File: src/hw/fskm_params.svh
// timing constants and rule notes for the fsk modem control block
`ifndef FSKM_PARAMS_SVH
`define FSKM_PARAMS_SVH
`define FSKM_CLK_MHZ          100
`define FSKM_TSEL_EXTERNAL    2'h3
// times in microseconds as measured
`define FSKM_CLEAR_ON_00_US   402000
`define FSKM_CLEAR_ON_01_US   30000
`define FSKM_CLEAR_ON_10_US   350000
`define FSKM_DET_ON_00_US     301000
`define FSKM_DET_ON_01_US     4000
`define FSKM_DET_ON_10_US     152000
`define FSKM_DET_OFF_00_US    21000
`define FSKM_DET_OFF_01_US    21000
`define FSKM_DET_OFF_10_US    4000
`define FSKM_HOLD_00_US       150000
`define FSKM_HOLD_01_US       150000
`define FSKM_HOLD_10_US       40000
`define FSKM_SOFT_OFF_US      10000
// release of clear-to-send, in nanoseconds
`define FSKM_CLEAR_OFF_NS     200
// derived cycle counts
`define FSKM_US2CYC(t)        ((t) * `FSKM_CLK_MHZ)
`define FSKM_CLEAR_OFF_CYC    ((`FSKM_CLEAR_OFF_NS * `FSKM_CLK_MHZ) / 1000)
`endif

File: src/hw/fskm_pkg.sv
// types shared by the fsk modem control block
package fskm_pkg;
  typedef enum logic [1:0] {TX_IDLE, TX_WAIT, TX_CLEAR, TX_DROP} fskm_tx_state_t;
  typedef struct packed {
    logic carrier_on;
    logic mark_tone;
    logic fading;
  } fskm_tx_out_t;
endpackage : fskm_pkg

File: src/hw/fskm_delay_timer.sv
// restartable delay counter: done while run has lasted target cycles
`timescale 1ns/100ps
module fskm_delay_timer #(
  parameter int W = 32
) (
  input  wire logic         sys_clk,
  input  wire logic         reset,
  input  wire logic         run,
  input  wire logic [W-1:0] target,
  output logic              done
);
  logic [W-1:0] cnt_r;

  // combinational done so the caller can act on the same edge; target of 0 acts as 1
  assign done = run && (cnt_r + {{(W-1){1'b0}}, 1'b1} >= target);

  // count restarts whenever run drops, holds once done
  always_ff @(posedge sys_clk or posedge reset)
  begin
    if (reset)
      cnt_r <= '0;
    else if (!run)
      cnt_r <= '0;
    else if (!done)
      cnt_r <= cnt_r + {{(W-1){1'b0}}, 1'b1};
  end
endmodule : fskm_delay_timer

File: src/hw/fskm_ctrl.sv
// digital control timing of a single-chip fsk modem
`timescale 1ns/100ps
`include "fskm_params.svh"
module fskm_ctrl #(
  parameter logic [31:0] CLEAR_ON_00  = `FSKM_US2CYC(`FSKM_CLEAR_ON_00_US),
  parameter logic [31:0] CLEAR_ON_01  = `FSKM_US2CYC(`FSKM_CLEAR_ON_01_US),
  parameter logic [31:0] CLEAR_ON_10  = `FSKM_US2CYC(`FSKM_CLEAR_ON_10_US),
  parameter logic [31:0] DET_ON_00    = `FSKM_US2CYC(`FSKM_DET_ON_00_US),
  parameter logic [31:0] DET_ON_01    = `FSKM_US2CYC(`FSKM_DET_ON_01_US),
  parameter logic [31:0] DET_ON_10    = `FSKM_US2CYC(`FSKM_DET_ON_10_US),
  parameter logic [31:0] DET_OFF_00   = `FSKM_US2CYC(`FSKM_DET_OFF_00_US),
  parameter logic [31:0] DET_OFF_01   = `FSKM_US2CYC(`FSKM_DET_OFF_01_US),
  parameter logic [31:0] DET_OFF_10   = `FSKM_US2CYC(`FSKM_DET_OFF_10_US),
  parameter logic [31:0] HOLD_00      = `FSKM_US2CYC(`FSKM_HOLD_00_US),
  parameter logic [31:0] HOLD_01      = `FSKM_US2CYC(`FSKM_HOLD_01_US),
  parameter logic [31:0] HOLD_10      = `FSKM_US2CYC(`FSKM_HOLD_10_US),
  parameter logic [31:0] SOFT_OFF     = `FSKM_US2CYC(`FSKM_SOFT_OFF_US),
  parameter bit          MUTE_CAPABLE = 1'b1,
  parameter bit          RD_IDLE_LVL  = 1'b1
) (
  input  wire logic                 sys_clk,
  input  wire logic                 reset,
  input  wire logic                 transmit_request_n,
  input  wire logic                 transmit_bit,
  input  wire logic                 timer_select_low,
  input  wire logic                 timer_select_high,
  input  wire logic                 receive_mute_enable_n,
  input  wire logic                 external_timer_input_n,
  input  wire logic                 external_detect_n,
  input  wire logic                 external_mute_n,
  input  wire logic                 detector_on,
  input  wire logic                 demod_bit,
  output fskm_pkg::fskm_tx_out_t    tx_out,
  output logic                      clear_to_send_n,
  output logic                      carrier_detect_raw_n,
  output logic                      carrier_detect_qualified_n,
  output logic                      receive_data
);
  localparam logic [31:0] CLEAR_OFF = 32'(`FSKM_CLEAR_OFF_CYC);

  fskm_pkg::fskm_tx_state_t tx_state_r;
  fskm_pkg::fskm_tx_state_t tx_state_nxt;
  logic [1:0]   tsel;
  logic         ext_mode;
  logic         tx_req;
  logic         tx_req_d_r;
  logic         fade_r;
  logic         hold_r;
  logic         qual_on_r;
  logic         mute_active;
  logic         detect_eff;
  logic         tx_done;
  logic         det_done;
  logic         hold_done;
  logic         fade_done;
  logic [31:0]  tx_target;
  logic [31:0]  det_target;

  // pick a count from the timer code; code 11 never reaches the timers
  function automatic logic [31:0] sel_count(input logic [1:0] code, input logic [31:0] c00,
                                            input logic [31:0] c01, input logic [31:0] c10);
    case (code)
      2'h0:    sel_count = c00;
      2'h1:    sel_count = c01;
      default: sel_count = c10;
    endcase
  endfunction : sel_count

  assign tsel     = {timer_select_high, timer_select_low};
  assign ext_mode = (tsel == `FSKM_TSEL_EXTERNAL);
  assign tx_req   = ~transmit_request_n;

  // ---------------- transmit side ----------------
  // clear delay by code, release after a short fixed count
  assign tx_target = (tx_state_r == fskm_pkg::TX_DROP) ? CLEAR_OFF :
                     sel_count(tsel, CLEAR_ON_00, CLEAR_ON_01, CLEAR_ON_10);

  fskm_delay_timer #(.W(32)) u_tx_timer (
    .sys_clk (sys_clk),
    .reset   (reset),
    .run     ((tx_state_r == fskm_pkg::TX_WAIT) || (tx_state_r == fskm_pkg::TX_DROP)),
    .target  (tx_target),
    .done    (tx_done)
  );

  // drop passes through idle on re-request so the shared timer restarts cleanly
  always_comb
  begin
    tx_state_nxt = tx_state_r;
    case (tx_state_r)
      fskm_pkg::TX_IDLE:  if (tx_req && !ext_mode) tx_state_nxt = fskm_pkg::TX_WAIT;
      fskm_pkg::TX_WAIT:  if (!tx_req) tx_state_nxt = fskm_pkg::TX_IDLE;
                          else if (tx_done) tx_state_nxt = fskm_pkg::TX_CLEAR;
      fskm_pkg::TX_CLEAR: if (!tx_req) tx_state_nxt = fskm_pkg::TX_DROP;
      fskm_pkg::TX_DROP:  if (tx_req || tx_done) tx_state_nxt = fskm_pkg::TX_IDLE;
      default:            tx_state_nxt = fskm_pkg::TX_IDLE;
    endcase
    if (ext_mode)
      tx_state_nxt = fskm_pkg::TX_IDLE;
  end

  always_ff @(posedge sys_clk or posedge reset)
  begin
    if (reset)
      tx_state_r <= fskm_pkg::TX_IDLE;
    else
      tx_state_r <= tx_state_nxt;
  end

  // external mode: clear-to-send is the outside timer's result, receive timed by the outside detect and hold
  always_ff @(posedge sys_clk or posedge reset)
  begin
    if (reset)
      clear_to_send_n <= 1'b1;
    else if (ext_mode)
      clear_to_send_n <= external_timer_input_n | transmit_request_n;
    else
      clear_to_send_n <= !((tx_state_nxt == fskm_pkg::TX_CLEAR) ||
                           (tx_state_nxt == fskm_pkg::TX_DROP));
  end

  // soft turn-off: carrier keeps following the bit while amplitude decays
  fskm_delay_timer #(.W(32)) u_fade_timer (
    .sys_clk (sys_clk),
    .reset   (reset),
    .run     (fade_r && !tx_req),
    .target  (SOFT_OFF),
    .done    (fade_done)
  );

  always_ff @(posedge sys_clk or posedge reset)
  begin
    if (reset)
    begin
      tx_req_d_r <= 1'b0;
      fade_r     <= 1'b0;
    end
    else
    begin
      tx_req_d_r <= tx_req;
      if (tx_req || fade_done)
        fade_r <= 1'b0;
      else if (tx_req_d_r)
        fade_r <= 1'b1;
    end
  end

  // tone sampled each cycle so mark/space tracks the bit at once
  always_ff @(posedge sys_clk or posedge reset)
  begin
    if (reset)
      tx_out <= '0;
    else
    begin
      tx_out.carrier_on <= tx_req || (fade_r && !fade_done) || (tx_req_d_r && !tx_req);
      tx_out.mark_tone  <= transmit_bit;
      tx_out.fading     <= !tx_req && ((fade_r && !fade_done) || tx_req_d_r);
    end
  end

  // ---------------- receive side ----------------
  // mute hold armed while transmitting with mute enabled
  fskm_delay_timer #(.W(32)) u_hold_timer (
    .sys_clk (sys_clk),
    .reset   (reset),
    .run     (hold_r && !tx_req),
    .target  (sel_count(tsel, HOLD_00, HOLD_01, HOLD_10)),
    .done    (hold_done)
  );

  always_ff @(posedge sys_clk or posedge reset)
  begin
    if (reset)
      hold_r <= 1'b0;
    else if (!MUTE_CAPABLE || receive_mute_enable_n || ext_mode)
      hold_r <= 1'b0;
    else if (tx_req)
      hold_r <= 1'b1;
    else if (hold_done)
      hold_r <= 1'b0;
  end

  // in external mode the outside hold timer tells us when to mute
  assign mute_active = MUTE_CAPABLE && !receive_mute_enable_n &&
                       (tx_req || (ext_mode ? !external_mute_n : hold_r));

  // raw detect is pure logic so only the analog path and the mute gating shape its timing
  assign detect_eff           = detector_on && !mute_active;
  assign carrier_detect_raw_n = !detect_eff;

  assign det_target = qual_on_r ? sel_count(tsel, DET_OFF_00, DET_OFF_01, DET_OFF_10)
                                : sel_count(tsel, DET_ON_00, DET_ON_01, DET_ON_10);

  // any bounce of raw detect drops run and restarts the delay
  fskm_delay_timer #(.W(32)) u_det_timer (
    .sys_clk (sys_clk),
    .reset   (reset),
    .run     (!ext_mode && (detect_eff != qual_on_r)),
    .target  (det_target),
    .done    (det_done)
  );

  always_ff @(posedge sys_clk or posedge reset)
  begin
    if (reset)
      qual_on_r <= 1'b0;
    else if (ext_mode)
      qual_on_r <= !external_detect_n && !mute_active;
    else if (mute_active)
      qual_on_r <= 1'b0;
    else if (det_done)
      qual_on_r <= detect_eff;
  end

  assign carrier_detect_qualified_n = !qual_on_r;

  // mark hold has priority, then the idle level once demodulation stops
  always_ff @(posedge sys_clk or posedge reset)
  begin
    if (reset)
      receive_data <= 1'b1;
    else if (mute_active || !qual_on_r)
      receive_data <= 1'b1;
    else if (!detector_on)
      receive_data <= RD_IDLE_LVL;
    else
      receive_data <= demod_bit;
  end
endmodule : fskm_ctrl

File: config.mk
export PLATFORM = sky130hd
export DESIGN_NAME = fskm_ctrl
export DESIGN_NICKNAME = d
export VERILOG_FILES = /design/src/hw/fskm_pkg.sv /design/src/hw/fskm_delay_timer.sv /design/src/hw/fskm_ctrl.sv
export VERILOG_INCLUDE_DIRS = /design/src /design/src/hw
export SDC_FILE = /design/constraint.sdc
export NUM_CORES = 1
export LEC_CHECK = 0
export BUFFER_PORTS_ARGS = -buffer_cell sky130_fd_sc_hd__buf_2
export CAP_MARGIN = 10
export CORE_MARGIN = 1
export CORE_UTILIZATION = 35
export CTS_BUF_LIST = sky130_fd_sc_hd__clkbuf_2 sky130_fd_sc_hd__clkbuf_4 sky130_fd_sc_hd__clkbuf_8
export DETAILED_ROUTE_END_ITERATION = 7
export GPL_ROUTABILITY_DRIVEN = 1
export PLACE_DENSITY = 0.55
export SLEW_MARGIN = 20
export SYNTH_ARGS = -nofsm -noshare
export SYNTH_HDL_FRONTEND = slang
export SYNTH_SLANG_ARGS = --single-unit
File: constraint.sdc
create_clock -name sys_clk -period 5.45 [get_ports sys_clk]
set_clock_uncertainty 0.15 [all_clocks]
set_input_delay 1.09 -clock sys_clk [delete_from_list [all_inputs] [get_ports sys_clk]]
set_output_delay 1.09 -clock sys_clk [all_outputs]
set_load 0.01 [all_outputs]
==> results of run 1 <==
[final timing paths]
path                                       from                     to  slack [ps]
max reg2reg                u_det_timer.cnt_r[7]  u_det_timer.cnt_r[18]         680
max                        u_det_timer.cnt_r[7]  u_det_timer.cnt_r[18]         680
min in group asynchronous                 reset    u_tx_timer.cnt_r[0]         540
min reg2reg                          tx_req_d_r              tx_out[2]         350
min                                  tx_req_d_r              tx_out[2]         350
max in group asynchronous                 reset        clear_to_send_n        3590
[per-layer routing]
metal | wire [um] | part of all wire, % | GRT usage [%]
met3 | 605 | 2.5 | 2.15
met4 | 297 | 1.2 | 4.94
met1 | 12400 | 51 | 25.0
met5 | 0 | 0 | 0
met2 | 11200 | 46 | 27.8
[final cells by class]
cell class	count	area, um2	share of cell area [%]
inverters	18	72.6	0.670
multi-input cells	916	6160	56.9
clock buffers	20	269	2.48
flip-flops and latches	139	3480	32.1
clock inverters	12	138	1.27
repair buffers	37	233	2.15
well taps	378	473	4.37
[cells by family after synthesis]
| logic type | Yosys count | share of synthesized area, % |
|---|---|---|
| fa+ha+maj | 56 | 7.00 |
| buf+inv | 87 | 3.46 |
| compound gates | 194 | 13.4 |
| simple gates | 546 | 30.4 |
| xor+xnor | 102 | 8.96 |
| flops | 139 | 34.9 |
| mux | 18 | 1.83 |
[power by group through the flow]
stage          logic (mW)  registers (mW)  clock network [mW]
3_5_place_dp        0.145            1.07                   0
5_1_grt             0.163            1.06               0.961
4_1_cts             0.146            1.05               0.920
6_report            0.142            1.05               0.884
3_3_place_gp        0.143            1.07                   0
2_1_floorplan      0.0982            1.07                   0
[through the flow]
| stage | area, um2 | hold WS [ps] | setup slack [ps] |
|---|---|---|---|
| 3_5_place_dp | 10400 | 338 | 735 |
| 2_1_floorplan | 9970 | 302 | 489 |
| 4_1_cts | 10800 | 355 | 701 |
| 6_report | 10800 | 349 | 679 |
| 3_3_place_gp | 10400 | 322 | 769 |
| 5_1_grt | 10800 | 386 | 263 |
[cell usage in the layout (no fill, tap or decap), drive strengths merged, types with 4 or more instances in the layout]
cell type / instances
inv: 22
a211oi: 13
a211o: 5
o21ai: 21
and3: 45
mux2i: 16
or3: 20
o31ai: 26
or4: 33
clkinvlp: 4
a31oi: 7
o311ai: 4
xor2: 20
o211ai: 12
and4: 17
nor4: 35
clkbuf: 20
nor4b: 10
or2: 7
ha: 55
nor2: 86
nand2: 96
dfrtp: 137
nand4: 53
xnor2: 82
nand2b: 18
a21oi: 51
nand4b: 4
nor3: 29
a21o: 9
a31o: 8
buf: 37
nor3b: 4
nand3: 60
and2: 24
o22ai: 4
[flip-flops by register name, summed over array words and instances (netlist names), 2 cells and up]
register	count
u_fade_timer.cnt_r	32
tx_out	3
tx_state_r	2
u_hold_timer.cnt_r	32
u_det_timer.cnt_r	32
u_tx_timer.cnt_r	32
[critical path: stages, from the launching register on]
cell and delay, ps:
dfrtp_1 490, nand4_2 250, nor3_1 470, nand2_1 220, or4_1 500, xnor2_1 160, ha_1 300, a211oi_1 190
o21ai_0 110, o311a_1 290, a311o_2 420, or3_4 560, or3_1 390, a21oi_1 150
==> flow_summary.ini, run 1 <==
[critical_path]
arrival_ps = 4990
cp.required_ps = 5670
cp-end-kind = register
reg2regPathDepth = 13
crit_fanout = 38
crit_path_start_kind = register
worstSetupPathType = register to register

[final_layout]
n_antenna_cell = 0
final_net_count = 1196
fill_cells = 2875
fin_util_pct = 38.8
syn_to_final_growth_pct = 8.61
final_cells = 1520
layout-drive-gt1-share_pct = 9.02

[global_routing]
overflow = 0
track_usage_pct = 17.6
grt_pass1_wl_um = 41400
grt_pass1_vias = 8026
antenna_found_initial = 0
grt_max_degree = 62

[clocking]
clkTransAtPathRegs_ps = 90
cts-root-buf = clkbuf_8
insertion_delay_ps = 460
cts_sinks = 139
cts_hold_buf = 0
cts_resized = 0
cts_tree = built
cts-htree-levels = 4
cts_buffers = 17
cts_max_path_buffers = 2
post_cts_buffers = 0

[power_and_ir_drop]
sw_frac_of_total_pct = 26.8
p_seq_share_pct = 50.7
p_clk_share_pct = 42.5
power_frac_comb_pct = 6.8
switchingPower_mw = 0.557
leakage_nw = 4.55
power_density_nw_per_um2 = 192
finalPower_mw = 2.08
p_int_mw = 1.52
vdd_drop_max_mv = 0.141

[die]
die-area_um2 = 29200
start_util_pct = 35.7
io_pins = 19
rows = 61
die_w_um = 171
die_y_um = 171
core-area_um2 = 27900

[outcome]
status = finished clean

[routing]
vias = 8519
drt-total-wl_um = 24400
via_per_inst = 5.60
drt_iter0_drc = 556
antenna_left = 0
first_pass_iters = 4
drc = 0
post_drt_wl_per_cell_um = 16.1

[sta]
rsz0062_at_grt = false
worst_pin_slew_ps = 1040
hold_viol = 0
fin_setup_tns_ps = 0
fmax_mhz = 210
setup_viol = 0
fin_crit_sh_pct = 87.5
fin_crit_ps = 4770
drv_slew = 0
maxSlewHeadroom_pct = 30.6

[synthesis]
synth.avg_cell_area_um2 = 8.73
yosysUniqueCellTypes = 81
async_flop_share_pct = 100
synth_top_cell_by_area = dfrtp_1
netlist_top_cells_count = dfrtp_1 (137), nand2_1 (96), nor2_1 (86)
synth_ff_type = dfrtp_1
yosys_warnings = 0
synthTopCellsByArea = dfrtp_1 (34%), xnor2_1 (7.2%), ha_1 (6.9%)
yosysSeqAreaShare_pct = 34.9
synth_nets = 1209
synth_top_area_share_pct = 34.4
ys_ff_latch = 139
syn_area_um2 = 9970
synth_edf_count = 0
synth_most_common_cell = dfrtp_1
synth_cells = 1142

[flow_run]
cap_violations = 0

[worst_hold_path]
hold_path.class = register to register
hold_path_depth = 2

[placement]
port_buffers = 18
gp_congestion = 0.845
dp_cells = 1488
hpwl_um = 17500
Note: power is estimated with default switching activity, not from simulation.
==> run 2: changes to the inputs <==
--- a/config.mk
+++ b/config.mk
@@ -10,7 +10,7 @@
 export CAP_MARGIN = 10
 export CORE_MARGIN = 1
 export CORE_UTILIZATION = 35
-export CTS_BUF_LIST = sky130_fd_sc_hd__clkbuf_2 sky130_fd_sc_hd__clkbuf_4 sky130_fd_sc_hd__clkbuf_8
+export CTS_BUF_LIST = sky130_fd_sc_hd__clkbuf_16
 export DETAILED_ROUTE_END_ITERATION = 7
 export GPL_ROUTABILITY_DRIVEN = 1
 export PLACE_DENSITY = 0.55
==> run 2 against run 1 <==
Final cell count is the same. Utilization grew 0.60 points. Die area is the same. Fmax grew 0.11%. Sequential power is essentially flat. Cell area grew 1.5%. Critical path type unchanged. Via count grew 0.39%. Power grew 13%. Combinational power is essentially flat. Sequential cell count is the same. Clock-buffer cell count shrank 3.
==> flow_summary.ini, run 2 (synthesized netlist as in run 1, its figures left out) <==
[outcome]
status = finished clean

[final_layout]
layout_common_cells = dfrtp_1 (137), nand2_1 (96), nor2_1 (86)
n_antenna_cell = 0
final_common_cell = dfrtp_1
fill_cells = 2846
fin_area_um2 = 11000
final_net_count = 1196
syn_to_final_growth_pct = 10.3
layout-drive-gt1-share_pct = 8.76
fin_util_pct = 39.4

[clocking]
cts_buffers = 17
cts_max_path_buffers = 2
cts-root-buf = clkbuf_16
cts_resized = 0
cts-htree-levels = 4
post_cts_buffers = 0
cts_sinks = 139
cts_hold_buf = 0
cts_tree = built
insertion_delay_ps = 430
clkTransAtPathRegs_ps = 70

[global_routing]
track_usage_pct = 17.7
grt_pass1_wl_um = 41600
grt_pass1_vias = 8052
grt_max_degree = 62
antenna_found_initial = 0
overflow = 0

[routing]
antenna_left = 0
vias = 8552
first_pass_iters = 5
drt-total-wl_um = 24500
via_per_inst = 5.63
post_drt_wl_per_cell_um = 16.1
drc = 0
drt_iter0_drc = 518

[critical_path]
crit_fanout = 38
cpMaxStageDelayCell = or3_4
worstSetupPathType = register to register
path_cells = nand4_2 > nor3_1 > nand2_1 > or4_1 > xnor2_1 > ha_1 > a211oi_1 > o21ai_0 > o311a_1 > a311o_2 > or3_4 > or4_1 > nand2_1
cp_num_buf_inv = 0
arrival_ps = 4980
worst_path_largest_cell_delay_ps = 560
cp-end-kind = register
crit_family = simple AND/OR/NAND/NOR gates
cp.required_ps = 5670
crit_path_start_kind = register

[sta]
fmax_mhz = 210
maxSlewHeadroom_pct = 29.4
hold_ws_ps = 344
hold_viol = 0
fin_crit_sh_pct = 87.4
rsz0062_at_grt = false
worst_pin_slew_ps = 1050
fin_setup_tns_ps = 0
setup_viol = 0
fin_crit_ps = 4770
drv_slew = 0
layout_setup_ws_ps = 684

[die]
start_util_pct = 35.7
rows = 61
die_w_um = 171
die-area_um2 = 29200
core-area_um2 = 27900
io_pins = 19
die_y_um = 171

[power_and_ir_drop]
power_density_nw_per_um2 = 214
leakage_nw = 4.62
vdd_drop_max_mv = 0.226

[placement]
gp_congestion = 0.845
port_buffers = 18
hpwl_um = 17500
place_ws_ps = 735
dpl_cell_area_um2 = 10400

[flow_run]
cap_violations = 0

[worst_hold_path]
hold_path.class = register to register
-- run 2: layout make-up --
class	instances	area, um2	area share (%)
well taps	378	473	4.30
clock inverters	15	149	1.35
inverters	18	72.6	0.660
flip-flops and latches	139	3480	31.7
clock buffers	17	425	3.87
multi-input cells	916	6160	56.0
repair buffers	37	233	2.12
-- run 2: metal layers --
metal | share of wire (%) | vias up | GRT usage [%]
li1 | - | 4242 | -
met1 | 51 | 4191 | 25.1
met5 | 0 | - | 0
met2 | 46 | 105 | 27.8
met3 | 2.6 | 14 | 2.89
met4 | 0.82 | 0 | 4.07
-- run 2: final timing paths --
| check | startpoint | to | slack, ps | cells past startpoint |
|---|---|---|---|---|
| max in group asynchronous | reset | clear_to_send_n | 3570 | 3 |
| min in group asynchronous | reset | u_tx_timer.cnt_r[0] | 570 | 2 |
| worst max register to register | u_det_timer.cnt_r[4] | u_det_timer.cnt_r[7] | 680 | 13 |
| worst min register to register | tx_req_d_r | tx_out[2] | 340 | 2 |
| worst max-delay path | u_det_timer.cnt_r[4] | u_det_timer.cnt_r[7] | 680 | 13 |
| worst min-delay path | tx_req_d_r | tx_out[2] | 340 | 2 |
-- run 2: through the flow --
step	instances	total power [mW]
floorplan	1142	1.17
global placement	1488	1.22
detailed placement	1488	1.22
CTS	1520	2.39
global route	1520	2.46
finish	1520	2.36
-- run 2: worst reg2reg max path: cells and delay by family, from the launching register on --
kind	cells	cell delay, ps
AOI/OAI and AO/OA	4	1010
and+or+nand+nor	7	2590
xor gates and xnor gates	1	160
DFF	1	490
adders and majority gates	1	300
-- run 2: power breakdown --
| group | internal [mW] | total [mW] | switching (mW) |
|---|---|---|---|
| combinational | 0.0413 | 0.142 | 0.101 |
| sequential | 1.04 | 1.06 | 0.0143 |
| clock | 0.674 | 1.16 | 0.484 |
